**config.mk**
```make
export PLATFORM = sky130hd
export DESIGN_NAME = gpio_interrupt_debounce
export DESIGN_NICKNAME = d
export VERILOG_FILES = /design/src/rtl/gpio_irq_pkg.sv /design/src/rtl/gpio_interrupt_debounce.sv /design/src/rtl/pin_debouncer.sv
export VERILOG_INCLUDE_DIRS = /design/src /design/src/rtl
export SDC_FILE = /design/constraint.sdc
export NUM_CORES = 1
export LEC_CHECK = 0
export ABC_AREA = 1
export BUFFER_PORTS_ARGS = -buffer_cell sky130_fd_sc_hd__clkbuf_2
export CORE_MARGIN = 2
export CORE_UTILIZATION = 50
export DETAILED_ROUTE_END_ITERATION = 7
export PLACE_DENSITY_LB_ADDON = 0.15
export SLEW_MARGIN = 30
export SYNTH_ARGS = -nofsm -noshare
export SYNTH_HDL_FRONTEND = slang
export SYNTH_SLANG_ARGS = --single-unit
export TNS_END_PERCENT = 20
```
**constraint.sdc**
```tcl
create_clock -name core_clk -period 25.4 [get_ports core_clk]
set_input_delay 2.54 -clock core_clk [delete_from_list [all_inputs] [get_ports core_clk]]
set_output_delay 2.54 -clock core_clk [all_outputs]
set_load 0.005 [all_outputs]
```
**src/rtl/gpio_irq_defines.svh**
```systemverilog
// Register offsets, reset values and counts of the interrupt and debounce block.
`ifndef GPIO_IRQ_DEFINES_SVH
`define GPIO_IRQ_DEFINES_SVH

// ****************************************************************
// Sizes
// ****************************************************************
`define PIN_COUNT 24
`define PORT_COUNT 3
`define EDGE_BYTES 6
`define DEBOUNCE_CNT_W 8
`define DB_PIN_LO 1
`define DB_PIN_HI 15
`define INIT_CYCLES 2'h3

// ****************************************************************
// Register offsets (first register of each group)
// ****************************************************************
`define ADDR_INPUT0 8'h00
`define ADDR_CFG0 8'h0C
`define ADDR_LATCH0 8'h48
`define ADDR_MASK0 8'h54
`define ADDR_EDGE0 8'h60
`define ADDR_CLEAR0 8'h68
`define ADDR_INSTAT0 8'h6C
`define ADDR_DB_EN0 8'h74
`define ADDR_DB_COUNT 8'h76

// ****************************************************************
// Reset values
// ****************************************************************
`define CFG_RST 8'hFF
`define LATCH_RST 8'h00
`define MASK_RST 8'hFF
`define EDGE_RST 8'h00
`define DB_EN_RST 8'h00
`define DB_COUNT_RST 8'h00

`endif

```
**src/rtl/gpio_irq_pkg.sv**
```systemverilog
// Types shared by the interrupt and debounce logic.
`include "gpio_irq_defines.svh"
package gpio_irq_pkg;
  typedef logic [`PIN_COUNT-1:0] pin_vec_t;
  typedef logic [`DEBOUNCE_CNT_W-1:0] db_count_t;
  typedef enum logic [1:0] {
    TRIG_LEVEL = 2'h0,
    TRIG_RISE = 2'h1,
    TRIG_FALL = 2'h2,
    TRIG_ANY = 2'h3
  } trig_mode_t;
endpackage : gpio_irq_pkg

```
**src/rtl/gpio_interrupt_debounce.sv**
```systemverilog
// Interrupt status, trigger, latch, clear and switch debounce logic of the I/O expander.
`timescale 1ns/1ps
`include "gpio_irq_defines.svh"
module gpio_interrupt_debounce (
  input wire logic core_clk,
  input wire logic reset,
  input wire logic sw_reset,
  input wire logic reg_wr,
  input wire logic reg_rd,
  input wire logic [7:0] reg_addr,
  input wire logic [7:0] reg_wdata,
  output logic [7:0] reg_rdata,
  input wire gpio_irq_pkg::pin_vec_t pin_in,
  output logic int_out,
  output logic int_oe_n
);
  import gpio_irq_pkg::*;

  // ****************************************************************
  // Declarations
  // ****************************************************************
  pin_vec_t sync1_ff;
  pin_vec_t sync2_ff;
  logic tb_prev_ff;
  logic tick;
  pin_vec_t cfg_ff;
  pin_vec_t latch_ff;
  pin_vec_t mask_ff;
  logic [8*`EDGE_BYTES-1:0] edge_ff;
  logic [15:0] db_en_ff;
  db_count_t db_count_ff;
  logic db_on;
  pin_vec_t db_out;
  pin_vec_t eff;
  pin_vec_t prev_eff_ff;
  pin_vec_t ref_ff;
  pin_vec_t hold_ff;
  pin_vec_t status_ff;
  pin_vec_t nxt_status;
  pin_vec_t set_ev;
  pin_vec_t set_eff;
  pin_vec_t lvl_nl;
  pin_vec_t mode_clr;
  pin_vec_t clr_wr;
  pin_vec_t rd_port;
  pin_vec_t clr_any;
  pin_vec_t active;
  pin_vec_t port_val;
  logic [1:0] init_cnt_ff;
  logic init_pend;
  logic int_oe_n_ff;
  logic [7:0] rdata_ff;
  logic [7:0] rd_mux;

  assign int_out = 1'b0;
  assign int_oe_n = int_oe_n_ff;
  assign reg_rdata = rdata_ff;
  assign init_pend = (init_cnt_ff != 2'h0);

  // ****************************************************************
  // Pin synchronisers and time base
  // ****************************************************************
  always_ff @(posedge core_clk or posedge reset) begin
    if (reset) begin
      sync1_ff <= '0;
      sync2_ff <= '0;
    end else begin
      sync1_ff <= pin_in;
      sync2_ff <= sync1_ff;
    end
  end

  always_ff @(posedge core_clk or posedge reset) begin
    if (reset) begin
      tb_prev_ff <= 1'b0;
    end else begin
      tb_prev_ff <= sync2_ff[0];
    end
  end

  assign tick = sync2_ff[0] & ~tb_prev_ff;

  // Synchronised pins settle a few cycles after release, so triggers wait for that.
  always_ff @(posedge core_clk or posedge reset) begin
    if (reset) begin
      init_cnt_ff <= `INIT_CYCLES;
    end else if (sw_reset) begin
      init_cnt_ff <= `INIT_CYCLES;
    end else if (init_pend) begin
      init_cnt_ff <= init_cnt_ff - 2'h1;
    end
  end

  // ****************************************************************
  // Per-port registers
  // ****************************************************************
  genvar gp;
  for (gp = 0; gp < `PORT_COUNT; gp++) begin : g_port
    always_ff @(posedge core_clk or posedge reset) begin
      if (reset) begin
        cfg_ff[8*gp +: 8] <= `CFG_RST;
      end else if (sw_reset) begin
        cfg_ff[8*gp +: 8] <= `CFG_RST;
      end else if (reg_wr && (reg_addr == 8'(`ADDR_CFG0 + gp))) begin
        cfg_ff[8*gp +: 8] <= reg_wdata;
      end
    end

    always_ff @(posedge core_clk or posedge reset) begin
      if (reset) begin
        latch_ff[8*gp +: 8] <= `LATCH_RST;
      end else if (sw_reset) begin
        latch_ff[8*gp +: 8] <= `LATCH_RST;
      end else if (reg_wr && (reg_addr == 8'(`ADDR_LATCH0 + gp))) begin
        latch_ff[8*gp +: 8] <= reg_wdata;
      end
    end

    always_ff @(posedge core_clk or posedge reset) begin
      if (reset) begin
        mask_ff[8*gp +: 8] <= `MASK_RST;
      end else if (sw_reset) begin
        mask_ff[8*gp +: 8] <= `MASK_RST;
      end else if (reg_wr && (reg_addr == 8'(`ADDR_MASK0 + gp))) begin
        mask_ff[8*gp +: 8] <= reg_wdata;
      end
    end

    // Clear bits are never stored, so they read back as zero.
    assign clr_wr[8*gp +: 8] = (reg_wr && (reg_addr == 8'(`ADDR_CLEAR0 + gp))) ?
                               reg_wdata : 8'h00;
    assign rd_port[8*gp +: 8] = {8{reg_rd && (reg_addr == 8'(`ADDR_INPUT0 + gp))}};
  end

  genvar ge;
  for (ge = 0; ge < `EDGE_BYTES; ge++) begin : g_edge
    always_ff @(posedge core_clk or posedge reset) begin
      if (reset) begin
        edge_ff[8*ge +: 8] <= `EDGE_RST;
      end else if (sw_reset) begin
        edge_ff[8*ge +: 8] <= `EDGE_RST;
      end else if (reg_wr && (reg_addr == 8'(`ADDR_EDGE0 + ge))) begin
        edge_ff[8*ge +: 8] <= reg_wdata;
      end
    end
  end

  // ****************************************************************
  // Debounce configuration
  // ****************************************************************
  // The count is taken as written; software arms the time base before it.
  always_ff @(posedge core_clk or posedge reset) begin
    if (reset) begin
      db_en_ff <= {`DB_EN_RST, `DB_EN_RST};
      db_count_ff <= `DB_COUNT_RST;
    end else if (sw_reset) begin
      db_en_ff <= {`DB_EN_RST, `DB_EN_RST};
      db_count_ff <= `DB_COUNT_RST;
    end else if (reg_wr) begin
      if (reg_addr == `ADDR_DB_EN0) begin
        db_en_ff[7:0] <= reg_wdata;
      end
      if (reg_addr == (`ADDR_DB_EN0 + 8'h01)) begin
        db_en_ff[15:8] <= reg_wdata;
      end
      if (reg_addr == `ADDR_DB_COUNT) begin
        db_count_ff <= reg_wdata;
      end
    end
  end

  assign db_on = (db_count_ff != 8'h00) && cfg_ff[0] && db_en_ff[0];

  // ****************************************************************
  // Per-pin debounce and trigger logic
  // ****************************************************************
  genvar gk;
  for (gk = 0; gk < `PIN_COUNT; gk++) begin : g_pin
    localparam int EB = gk / 4;
    localparam int EO = 2 * (gk % 4);
    trig_mode_t mode;
    assign mode = trig_mode_t'(edge_ff[2*gk +: 2]);

    if ((gk >= `DB_PIN_LO) && (gk <= `DB_PIN_HI)) begin : g_db
      logic use_db;
      assign use_db = db_on && db_en_ff[gk] && cfg_ff[gk];
      // Each debounced pin (1 to 15) owns its counter; tick and count are common to all.
      pin_debouncer u_db (
        .core_clk(core_clk),
        .reset(reset),
        .clr(sw_reset),
        .en(use_db),
        .tick(tick),
        .sample(sync2_ff[gk]),
        .count(db_count_ff),
        .level_out(db_out[gk])
      );
      assign eff[gk] = use_db ? db_out[gk] : sync2_ff[gk];
    end else begin : g_raw
      assign db_out[gk] = sync2_ff[gk];
      assign eff[gk] = sync2_ff[gk];
    end

    always_comb begin
      case (mode)
        TRIG_LEVEL: set_ev[gk] = eff[gk] ^ ref_ff[gk];
        TRIG_RISE: set_ev[gk] = eff[gk] & ~prev_eff_ff[gk];
        TRIG_FALL: set_ev[gk] = ~eff[gk] & prev_eff_ff[gk];
        TRIG_ANY: set_ev[gk] = eff[gk] ^ prev_eff_ff[gk];
        default: set_ev[gk] = 1'b0;
      endcase
      set_ev[gk] = set_ev[gk] & active[gk] & ~init_pend;
    end

    assign lvl_nl[gk] = (mode == TRIG_LEVEL) && !latch_ff[gk];
    assign mode_clr[gk] = reg_wr && (reg_addr == 8'(`ADDR_EDGE0 + EB)) &&
      ((mode == TRIG_LEVEL) != (reg_wdata[EO +: 2] == TRIG_LEVEL));
    // A level mismatch is a standing condition, not an event, so it must not
    // outvote the mode-change clear or the status would never drop.
    assign set_eff[gk] = set_ev[gk] & ~(mode_clr[gk] & (mode == TRIG_LEVEL));
  end

  // ****************************************************************
  // Interrupt status
  // ****************************************************************
  // A pin taken to output loses its source; taken back to input, a level
  // mismatch against the reference raises the interrupt at once.
  assign active = cfg_ff & ~mask_ff;
  assign clr_any = clr_wr | rd_port | mode_clr;

  // Set wins over every clear except a level pin's mode-change clear; level non-latched pins simply follow the mismatch.
  assign nxt_status = ((lvl_nl & set_eff) | (~lvl_nl & ((status_ff & ~clr_any) | set_eff)))
                      & active;

  always_ff @(posedge core_clk or posedge reset) begin
    if (reset) begin
      status_ff <= '0;
    end else if (sw_reset) begin
      status_ff <= '0;
    end else begin
      status_ff <= nxt_status;
    end
  end

  always_ff @(posedge core_clk or posedge reset) begin
    if (reset) begin
      int_oe_n_ff <= 1'b1;
    end else if (sw_reset) begin
      int_oe_n_ff <= 1'b1;
    end else begin
      int_oe_n_ff <= ~(|nxt_status);
    end
  end

  always_ff @(posedge core_clk or posedge reset) begin
    if (reset) begin
      prev_eff_ff <= '0;
    end else begin
      prev_eff_ff <= eff;
    end
  end

  // The reference is what software last saw; reading a port refreshes it.
  always_ff @(posedge core_clk or posedge reset) begin
    if (reset) begin
      ref_ff <= '0;
    end else if (init_pend || sw_reset) begin
      ref_ff <= eff;
    end else begin
      ref_ff <= (ref_ff & ~rd_port) | (eff & rd_port);
    end
  end

  // A latched pin keeps the value that raised its interrupt until serviced.
  always_ff @(posedge core_clk or posedge reset) begin
    if (reset) begin
      hold_ff <= '0;
    end else begin
      hold_ff <= (hold_ff & ~(set_ev & ~status_ff & latch_ff)) |
                 (eff & set_ev & ~status_ff & latch_ff);
    end
  end

  assign port_val = (latch_ff & status_ff & hold_ff) | (~(latch_ff & status_ff) & eff);

  // ****************************************************************
  // Register read-back
  // ****************************************************************
  always_comb begin
    case (reg_addr)
      `ADDR_INPUT0: rd_mux = port_val[7:0];
      `ADDR_INPUT0 + 8'h01: rd_mux = port_val[15:8];
      `ADDR_INPUT0 + 8'h02: rd_mux = port_val[23:16];
      `ADDR_CFG0: rd_mux = cfg_ff[7:0];
      `ADDR_CFG0 + 8'h01: rd_mux = cfg_ff[15:8];
      `ADDR_CFG0 + 8'h02: rd_mux = cfg_ff[23:16];
      `ADDR_LATCH0: rd_mux = latch_ff[7:0];
      `ADDR_LATCH0 + 8'h01: rd_mux = latch_ff[15:8];
      `ADDR_LATCH0 + 8'h02: rd_mux = latch_ff[23:16];
      `ADDR_MASK0: rd_mux = mask_ff[7:0];
      `ADDR_MASK0 + 8'h01: rd_mux = mask_ff[15:8];
      `ADDR_MASK0 + 8'h02: rd_mux = mask_ff[23:16];
      `ADDR_EDGE0: rd_mux = edge_ff[7:0];
      `ADDR_EDGE0 + 8'h01: rd_mux = edge_ff[15:8];
      `ADDR_EDGE0 + 8'h02: rd_mux = edge_ff[23:16];
      `ADDR_EDGE0 + 8'h03: rd_mux = edge_ff[31:24];
      `ADDR_EDGE0 + 8'h04: rd_mux = edge_ff[39:32];
      `ADDR_EDGE0 + 8'h05: rd_mux = edge_ff[47:40];
      `ADDR_INSTAT0: rd_mux = eff[7:0];
      `ADDR_INSTAT0 + 8'h01: rd_mux = eff[15:8];
      `ADDR_INSTAT0 + 8'h02: rd_mux = eff[23:16];
      `ADDR_DB_EN0: rd_mux = db_en_ff[7:0];
      `ADDR_DB_EN0 + 8'h01: rd_mux = db_en_ff[15:8];
      `ADDR_DB_COUNT: rd_mux = db_count_ff;
      default: rd_mux = 8'h00;
    endcase
  end

  always_ff @(posedge core_clk or posedge reset) begin
    if (reset) begin
      rdata_ff <= 8'h00;
    end else if (reg_rd) begin
      rdata_ff <= rd_mux;
    end
  end

  // ****************************************************************
  // Checks
  // ****************************************************************
  property p_int_follows_status;
    @(posedge core_clk) disable iff (reset)
    int_oe_n_ff == !(|status_ff);
  endproperty
  a_int_follows_status: assert property (p_int_follows_status)
    else $error("Interrupt output disagrees with pending status.");

  property p_output_pin_quiet;
    @(posedge core_clk) disable iff (reset)
    1'b1 |=> ((status_ff & ~$past(cfg_ff)) == '0);
  endproperty
  a_output_pin_quiet: assert property (p_output_pin_quiet)
    else $error("Status pending on a pin configured as output.");

  property p_masked_pin_quiet;
    @(posedge core_clk) disable iff (reset)
    1'b1 |=> ((status_ff & $past(mask_ff)) == '0);
  endproperty
  a_masked_pin_quiet: assert property (p_masked_pin_quiet)
    else $error("Status pending on a masked pin.");

  property p_read_clears_port0;
    @(posedge core_clk) disable iff (reset)
    (reg_rd && (reg_addr == `ADDR_INPUT0) && !sw_reset && !(|set_ev[7:0]))
      |=> (status_ff[7:0] == 8'h00);
  endproperty
  a_read_clears_port0: assert property (p_read_clears_port0)
    else $error("Input port read left port 0 status pending.");

  property p_clear_write;
    @(posedge core_clk) disable iff (reset)
    (reg_wr && (reg_addr == `ADDR_CLEAR0))
      |=> ((status_ff[7:0] & $past(reg_wdata) & ~$past(set_ev[7:0])) == 8'h00);
  endproperty
  a_clear_write: assert property (p_clear_write)
    else $error("Clear write left a status bit pending.");

  property p_level_self_clear;
    @(posedge core_clk) disable iff (reset)
    1'b1 |=> ((status_ff & $past(lvl_nl & ~(eff ^ ref_ff))) == '0);
  endproperty
  a_level_self_clear: assert property (p_level_self_clear)
    else $error("Level non-latched status stayed after pin returned.");

  property p_mode_change_clear;
    @(posedge core_clk) disable iff (reset)
    1'b1 |=> ((status_ff & $past(mode_clr & ~set_eff)) == '0);
  endproperty
  a_mode_change_clear: assert property (p_mode_change_clear)
    else $error("Trigger mode change left status pending.");

  property p_zero_count_bypass;
    @(posedge core_clk) disable iff (reset)
    (db_count_ff == 8'h00) |-> (eff == sync2_ff);
  endproperty
  a_zero_count_bypass: assert property (p_zero_count_bypass)
    else $error("Debounce active with zero count.");

  property p_soft_reset_release;
    @(posedge core_clk) disable iff (reset)
    sw_reset |=> (int_oe_n_ff && (status_ff == '0));
  endproperty
  a_soft_reset_release: assert property (p_soft_reset_release)
    else $error("Software reset did not release the interrupt.");
endmodule : gpio_interrupt_debounce

```
**src/rtl/pin_debouncer.sv**
```systemverilog
// One switch debouncer, stepped by the shared time-base tick.
`timescale 1ns/1ps
`include "gpio_irq_defines.svh"
module pin_debouncer (
  input wire logic core_clk,
  input wire logic reset,
  input wire logic clr,
  input wire logic en,
  input wire logic tick,
  input wire logic sample,
  input wire gpio_irq_pkg::db_count_t count,
  output logic level_out
);
  import gpio_irq_pkg::*;

  db_count_t cnt_ff;
  db_count_t nxt_cnt;
  logic stable_ff;

  assign nxt_cnt = cnt_ff + 8'h01;
  assign level_out = stable_ff;

  // ****************************************************************
  // Qualification counter
  // ****************************************************************
  // While disabled the output tracks the pin so that enabling starts clean.
  always_ff @(posedge core_clk or posedge reset) begin
    if (reset) begin
      stable_ff <= 1'b0;
      cnt_ff <= 8'h00;
    end else if (clr || !en) begin
      stable_ff <= sample;
      cnt_ff <= 8'h00;
    end else if (tick) begin
      if (sample == stable_ff) begin
        cnt_ff <= 8'h00;
      end else if (nxt_cnt == count) begin
        stable_ff <= sample;
        cnt_ff <= 8'h00;
      end else begin
        cnt_ff <= nxt_cnt;
      end
    end
  end

  property p_hold_between_ticks;
    @(posedge core_clk) disable iff (reset)
    (en && !clr && !tick) |=> (stable_ff == $past(stable_ff));
  endproperty
  a_hold_between_ticks: assert property (p_hold_between_ticks)
    else $error("Debounced level moved without a time-base tick.");

  property p_flip_only_at_count;
    @(posedge core_clk) disable iff (reset)
    (en && !clr && tick && (sample != stable_ff) && (nxt_cnt != count))
      |=> (stable_ff == $past(stable_ff)) && (cnt_ff == $past(nxt_cnt));
  endproperty
  a_flip_only_at_count: assert property (p_flip_only_at_count)
    else $error("Debounced level changed before the count was reached.");
endmodule : pin_debouncer

```
==> impl_summary.txt <==
----------------------------------------------------
[Global route]
  Antenna violations before repair ... 5
  Vias in the first global route ... 23100
  Global-route usage over all layers ... 0.365
  Wire length of the first global-routing pass ... between 100 and 150 mm
  Maximum number of pins on one net before global-route repair ... ~150
  Aggregate global routing overflow ... 0

[Floorplan]
  Count of pins on the block boundary ... between 50 and 60
  CORE AREA ... about 50000 um2
  Starting utilization of the core area ... 0.507
  Die ar. ... ~54000 um2
  Chip height ... 232 um
  DIE WIDTH ... between 200 and 250 um
  Rows ... between 80 and 90

[Detailed routing]
  Via density per instance ... between 5 and 6
  Antenna Violating Nets Remaining ... 0
  DRC Markers ... 0
  Detail-routed net length per standard cell ... roughly 24 um
  First-pass iteration count of the detailed router ... 5
  Number of DRC markers in iteration 0 ... 2536
  Vias after detailed routing ... between 20000 and 25000
  Final Routed Wirelength ... just under 100 mm

[STA]
  Highest Clock Rate ... around 0.22 GHz
  Post-Route Skew ... 0.0215 ns
  Endpoints failing hold ... 0
  Setup repair after global routing missed its margin ... false
  Max_slew headroom ... 0.270
  Share of the clock period used by the worst path ... 0.180
  Pins Over Slew Limit ... 0
  Minimum period implied by the final worst setup slack ... roughly 4.6 ns
  Total Neg Setup Slack ... 0 ns
  Transition time of the tightest slew-check pin ... between 1 and 1.5 ns
  Final Setup Violations ... 0

[Critical path]
  Crit Reg-Reg Endpoint ... reg_rdata[3]
  Critical path startpoint ... reg_wdata[4]
  Crit start category ... input port
  Critical path start-end classification ... input port to register
  Maximum cell stage delay along the critical path ... roughly 0.46 ns
  Beginning of the worst register-to-register path ... db_count_ff[6]
  Most frequent cell on the critical path ... sky130_fd_sc_hd__nand2_1
  Worst-case reg-to-reg path depth ... 13
  Worst-path cell chain ... clkbuf_2 > nor2_2 > inv_1 > buf_4 > nor2_1 > nand3_1 > nand3_1 > nand2_1 > nand3_1 > nand2_1 > nor2_1 > nand2_1 > nor2_1 > nand2_1 > nor2_1 > nand2_1 > nand2_1
  Worst path arrival time ... approximately 5 ns
  FF-to-FF setup slack ... 21.61 ns
  Bufs and invs on worst path ... 3
  Data required time of the worst path ... approximately 26 ns
  Worst-path fanout max ... 8
  Crit-path leading delay family ... simple AND/OR/NAND/NOR gates
  Library cell contributing the largest single delay on the critical path ... sky130_fd_sc_hd__nor2_2
  Endpoint class of the critical path ... register

[Clocking]
  Clock Latency Late Sink ... approximately 0.61 ns
  Post-cts hold buffer count ... 0
  Number of levels in the clock H-tree ... 2
  Maximum clock path buffer count ... 3
  Root buffer cell ... sky130_fd_sc_hd__clkbuf_16
  Clock tree sinks ... approximately 430
  TritonCTS Buffers ... 50
  CTS tree ... built
  Clock slew at the register clock pins of the worst setup and hold paths ... ~0.070 ns
  Buffers inserted by post-CTS timing repair ... 0
  Number of resized instances in the post-cts repair step ... 0

[Logic synthesis]
  Most used flip-flop cell after synthesis ... sky130_fd_sc_hd__dfrtp_1
  Post-Syn Area ... roughly 26000 um2
  Yosys reg bits ... around 430
  Fraction of synthesis flops using an asynchronous set or reset pin ... 1.00
  Number of flops mapped to enable cells by yosys ... 0
  Number of warnings reported in the yosys synthesis log ... 0
  Gate count after technology mapping ... ~3300
  Share of Yosys cell area claimed by the top area cell type ... 0.368
  Number of different library cells in the post-synthesis netlist ... 57
  Post-synthesis average cell area ... between 7 and 8 um2
  Top cells by instance count after synthesis ... sky130_fd_sc_hd__nand2_1 (744), sky130_fd_sc_hd__inv_1 (451), sky130_fd_sc_hd__dfrtp_1 (383)
  Post-synth top area cell ... sky130_fd_sc_hd__dfrtp_1
  Top cells by area, synth ... sky130_fd_sc_hd__dfrtp_1 (37%), sky130_fd_sc_hd__nand2_1 (11%), sky130_fd_sc_hd__inv_1 (6.5%)
  Share of the yosys chip area belonging to registers ... 0.419
  Most common cell in the synthesized netlist ... sky130_fd_sc_hd__nand2_1
  Number of nets produced by synthesis ... between 3000 and 4000

[Cells and area]
  Layout area overhead ... 10.5%
  Final Instance Count excl. Fillers ... approximately 4000
  Fin area ... 28800 um2
  Number of nets at the end of the flow ... about 3500
  Fill cell count ... around 4800
  Fraction of layout instances using a drive strength above 1 ... 0.101

[Power and ir drop]
  Share of total power in combinational logic ... 0.118
  Clock share of power ... 0.440
  Internal power contribution ... between 1000 and 1500 uW
  Total net switching power ... ~500 uW
  Sw Ratio ... 0.287
  Largest voltage drop on the vdd net ... 0.0479 mV
  PwrDens ... between 50 and 60 nW/um2
  Power share of the sequential group ... 0.442
  Pleak ... ~0.014 uW

[Outcome]
  Result of the run ... complete, no violations

[Place]
  Post-DP HPWL ... around 73 mm
  Placer Congestion ... roughly 1.1
  Cell area after placement ... approximately 27000 um2
  PortBufs ... 53
  Number of cells in the design after placement ... between 4000 and 5000

[Worst hold path]
  Cell depth of the worst hold path ... 0
  Hold/Removal Path Class ... register to register
  Hold endpoint ... sync2_ff[22]
  Beginning of the worst hold path ... sync1_ff[22]

[Run]
  Max capacitance violation total ... 0

----------------------------------------------------
==> area by class of cell <==
cell class | instances | area (um2) | area share
Timing Repair Buffer | 77 | 465 | 0.0162
Clock inverter | 24 | 267 | 0.00926
Sequential cell | 434 | 10900 | 0.379
Inverter | 493 | 1880 | 0.0653
Multi-Input combinational cell | 2333 | 13000 | 0.451
Antenna cell | 2 | 5.00 | 0.000174
Tap cell | 680 | 851 | 0.0296
Clock buffer | 66 | 1410 | 0.0490
==> cell families after synthesis <==
| logic type | Yosys count | share of synthesized area |
|---|---|---|
| and+or+nand+nor | 1471 | 0.255 |
| AOI/OAI and AO/OA | 567 | 0.126 |
| buffers and inverters | 557 | 0.0839 |
| DFF | 434 | 0.419 |
| xor gates and xnor gates | 172 | 0.0578 |
| adders and majority gates | 112 | 0.0538 |
| muxes | 10 | 0.00384 |
| other | 1 | 0.000144 |
==> sequential cells by signal (all words and copies together) (netlist names), named ones only <==
register and cells:
g_pin.g_db.u_db.cnt_ff 120, g_pin.g_db.u_db.level_out 15, cfg_ff 24, hold_ff 24, reg_rdata 8, sync1_ff 24, int_oe_n 1, prev_eff_ff 24
db_count_ff 8, sync2_ff 24, mask_ff 24, db_en_ff 16, edge_ff 48, status_ff 24, init_cnt_ff 2, latch_ff 24
==> how the worst max path moves through the flow <==
stage | to | cells past startpoint
floorplan | async pin | 1
global route | register | 7
detailed placement | g_pin[8].g_db.u_db.cnt_ff[2] | 4
global placement | g_pin[8].g_db.u_db.cnt_ff[2] | 4
CTS | g_pin[2].g_db.u_db.cnt_ff[6] | 4
finish | int_oe_n | 17
==> through the flow <==
step / setup WS (ns) / utilization / power, uW / hold slack (ns)
CTS: 20.83 / 0.560 / 1710 / 0.348
global placement: 20.22 / 0.526 / 962 / 0.333
detailed placement: 20.19 / 0.527 / 965 / 0.335
floorplan: 10.86 / - / 884 / 0.331
global route: 20.79 / 0.560 / 1770 / 0.354
finish: 20.82 / 0.560 / 1710 / 0.343
==> layer usage <==
metal  global-route usage  routed length, um
met2                0.581              43900
met5                    0                 21
met4                0.245               7410
met3               0.0570               7330
met1                0.460              39200
==> power groups by stage <==
stage	clock network, uW	logic (uW)	registers (uW)
after floorplan	0	127	757
after global placement	0	194	767
after detailed placement	0	197	768
after CTS	760	198	756
after global routing	789	219	760
final	754	202	757
==> layout by cell type, fill, tap and decap left out, types with 36 or more instances in the layout <==
master,count
sky130_fd_sc_hd__dfrtp_1,383
sky130_fd_sc_hd__xor2_1,146
sky130_fd_sc_hd__a21oi_1,74
sky130_fd_sc_hd__o21ai_0,262
sky130_fd_sc_hd__nand3_1,212
sky130_fd_sc_hd__ha_1,112
sky130_fd_sc_hd__dfstp_2,51
sky130_fd_sc_hd__nand3b_1,36
sky130_fd_sc_hd__clkbuf_16,50
sky130_fd_sc_hd__nor3_1,42
sky130_fd_sc_hd__o31ai_1,47
sky130_fd_sc_hd__o22ai_1,89
sky130_fd_sc_hd__clkbuf_2,53
sky130_fd_sc_hd__nand2_1,744
sky130_fd_sc_hd__nor2_1,265
sky130_fd_sc_hd__nand4_1,73
sky130_fd_sc_hd__inv_1,450
(Power assumes the default switching activity.)
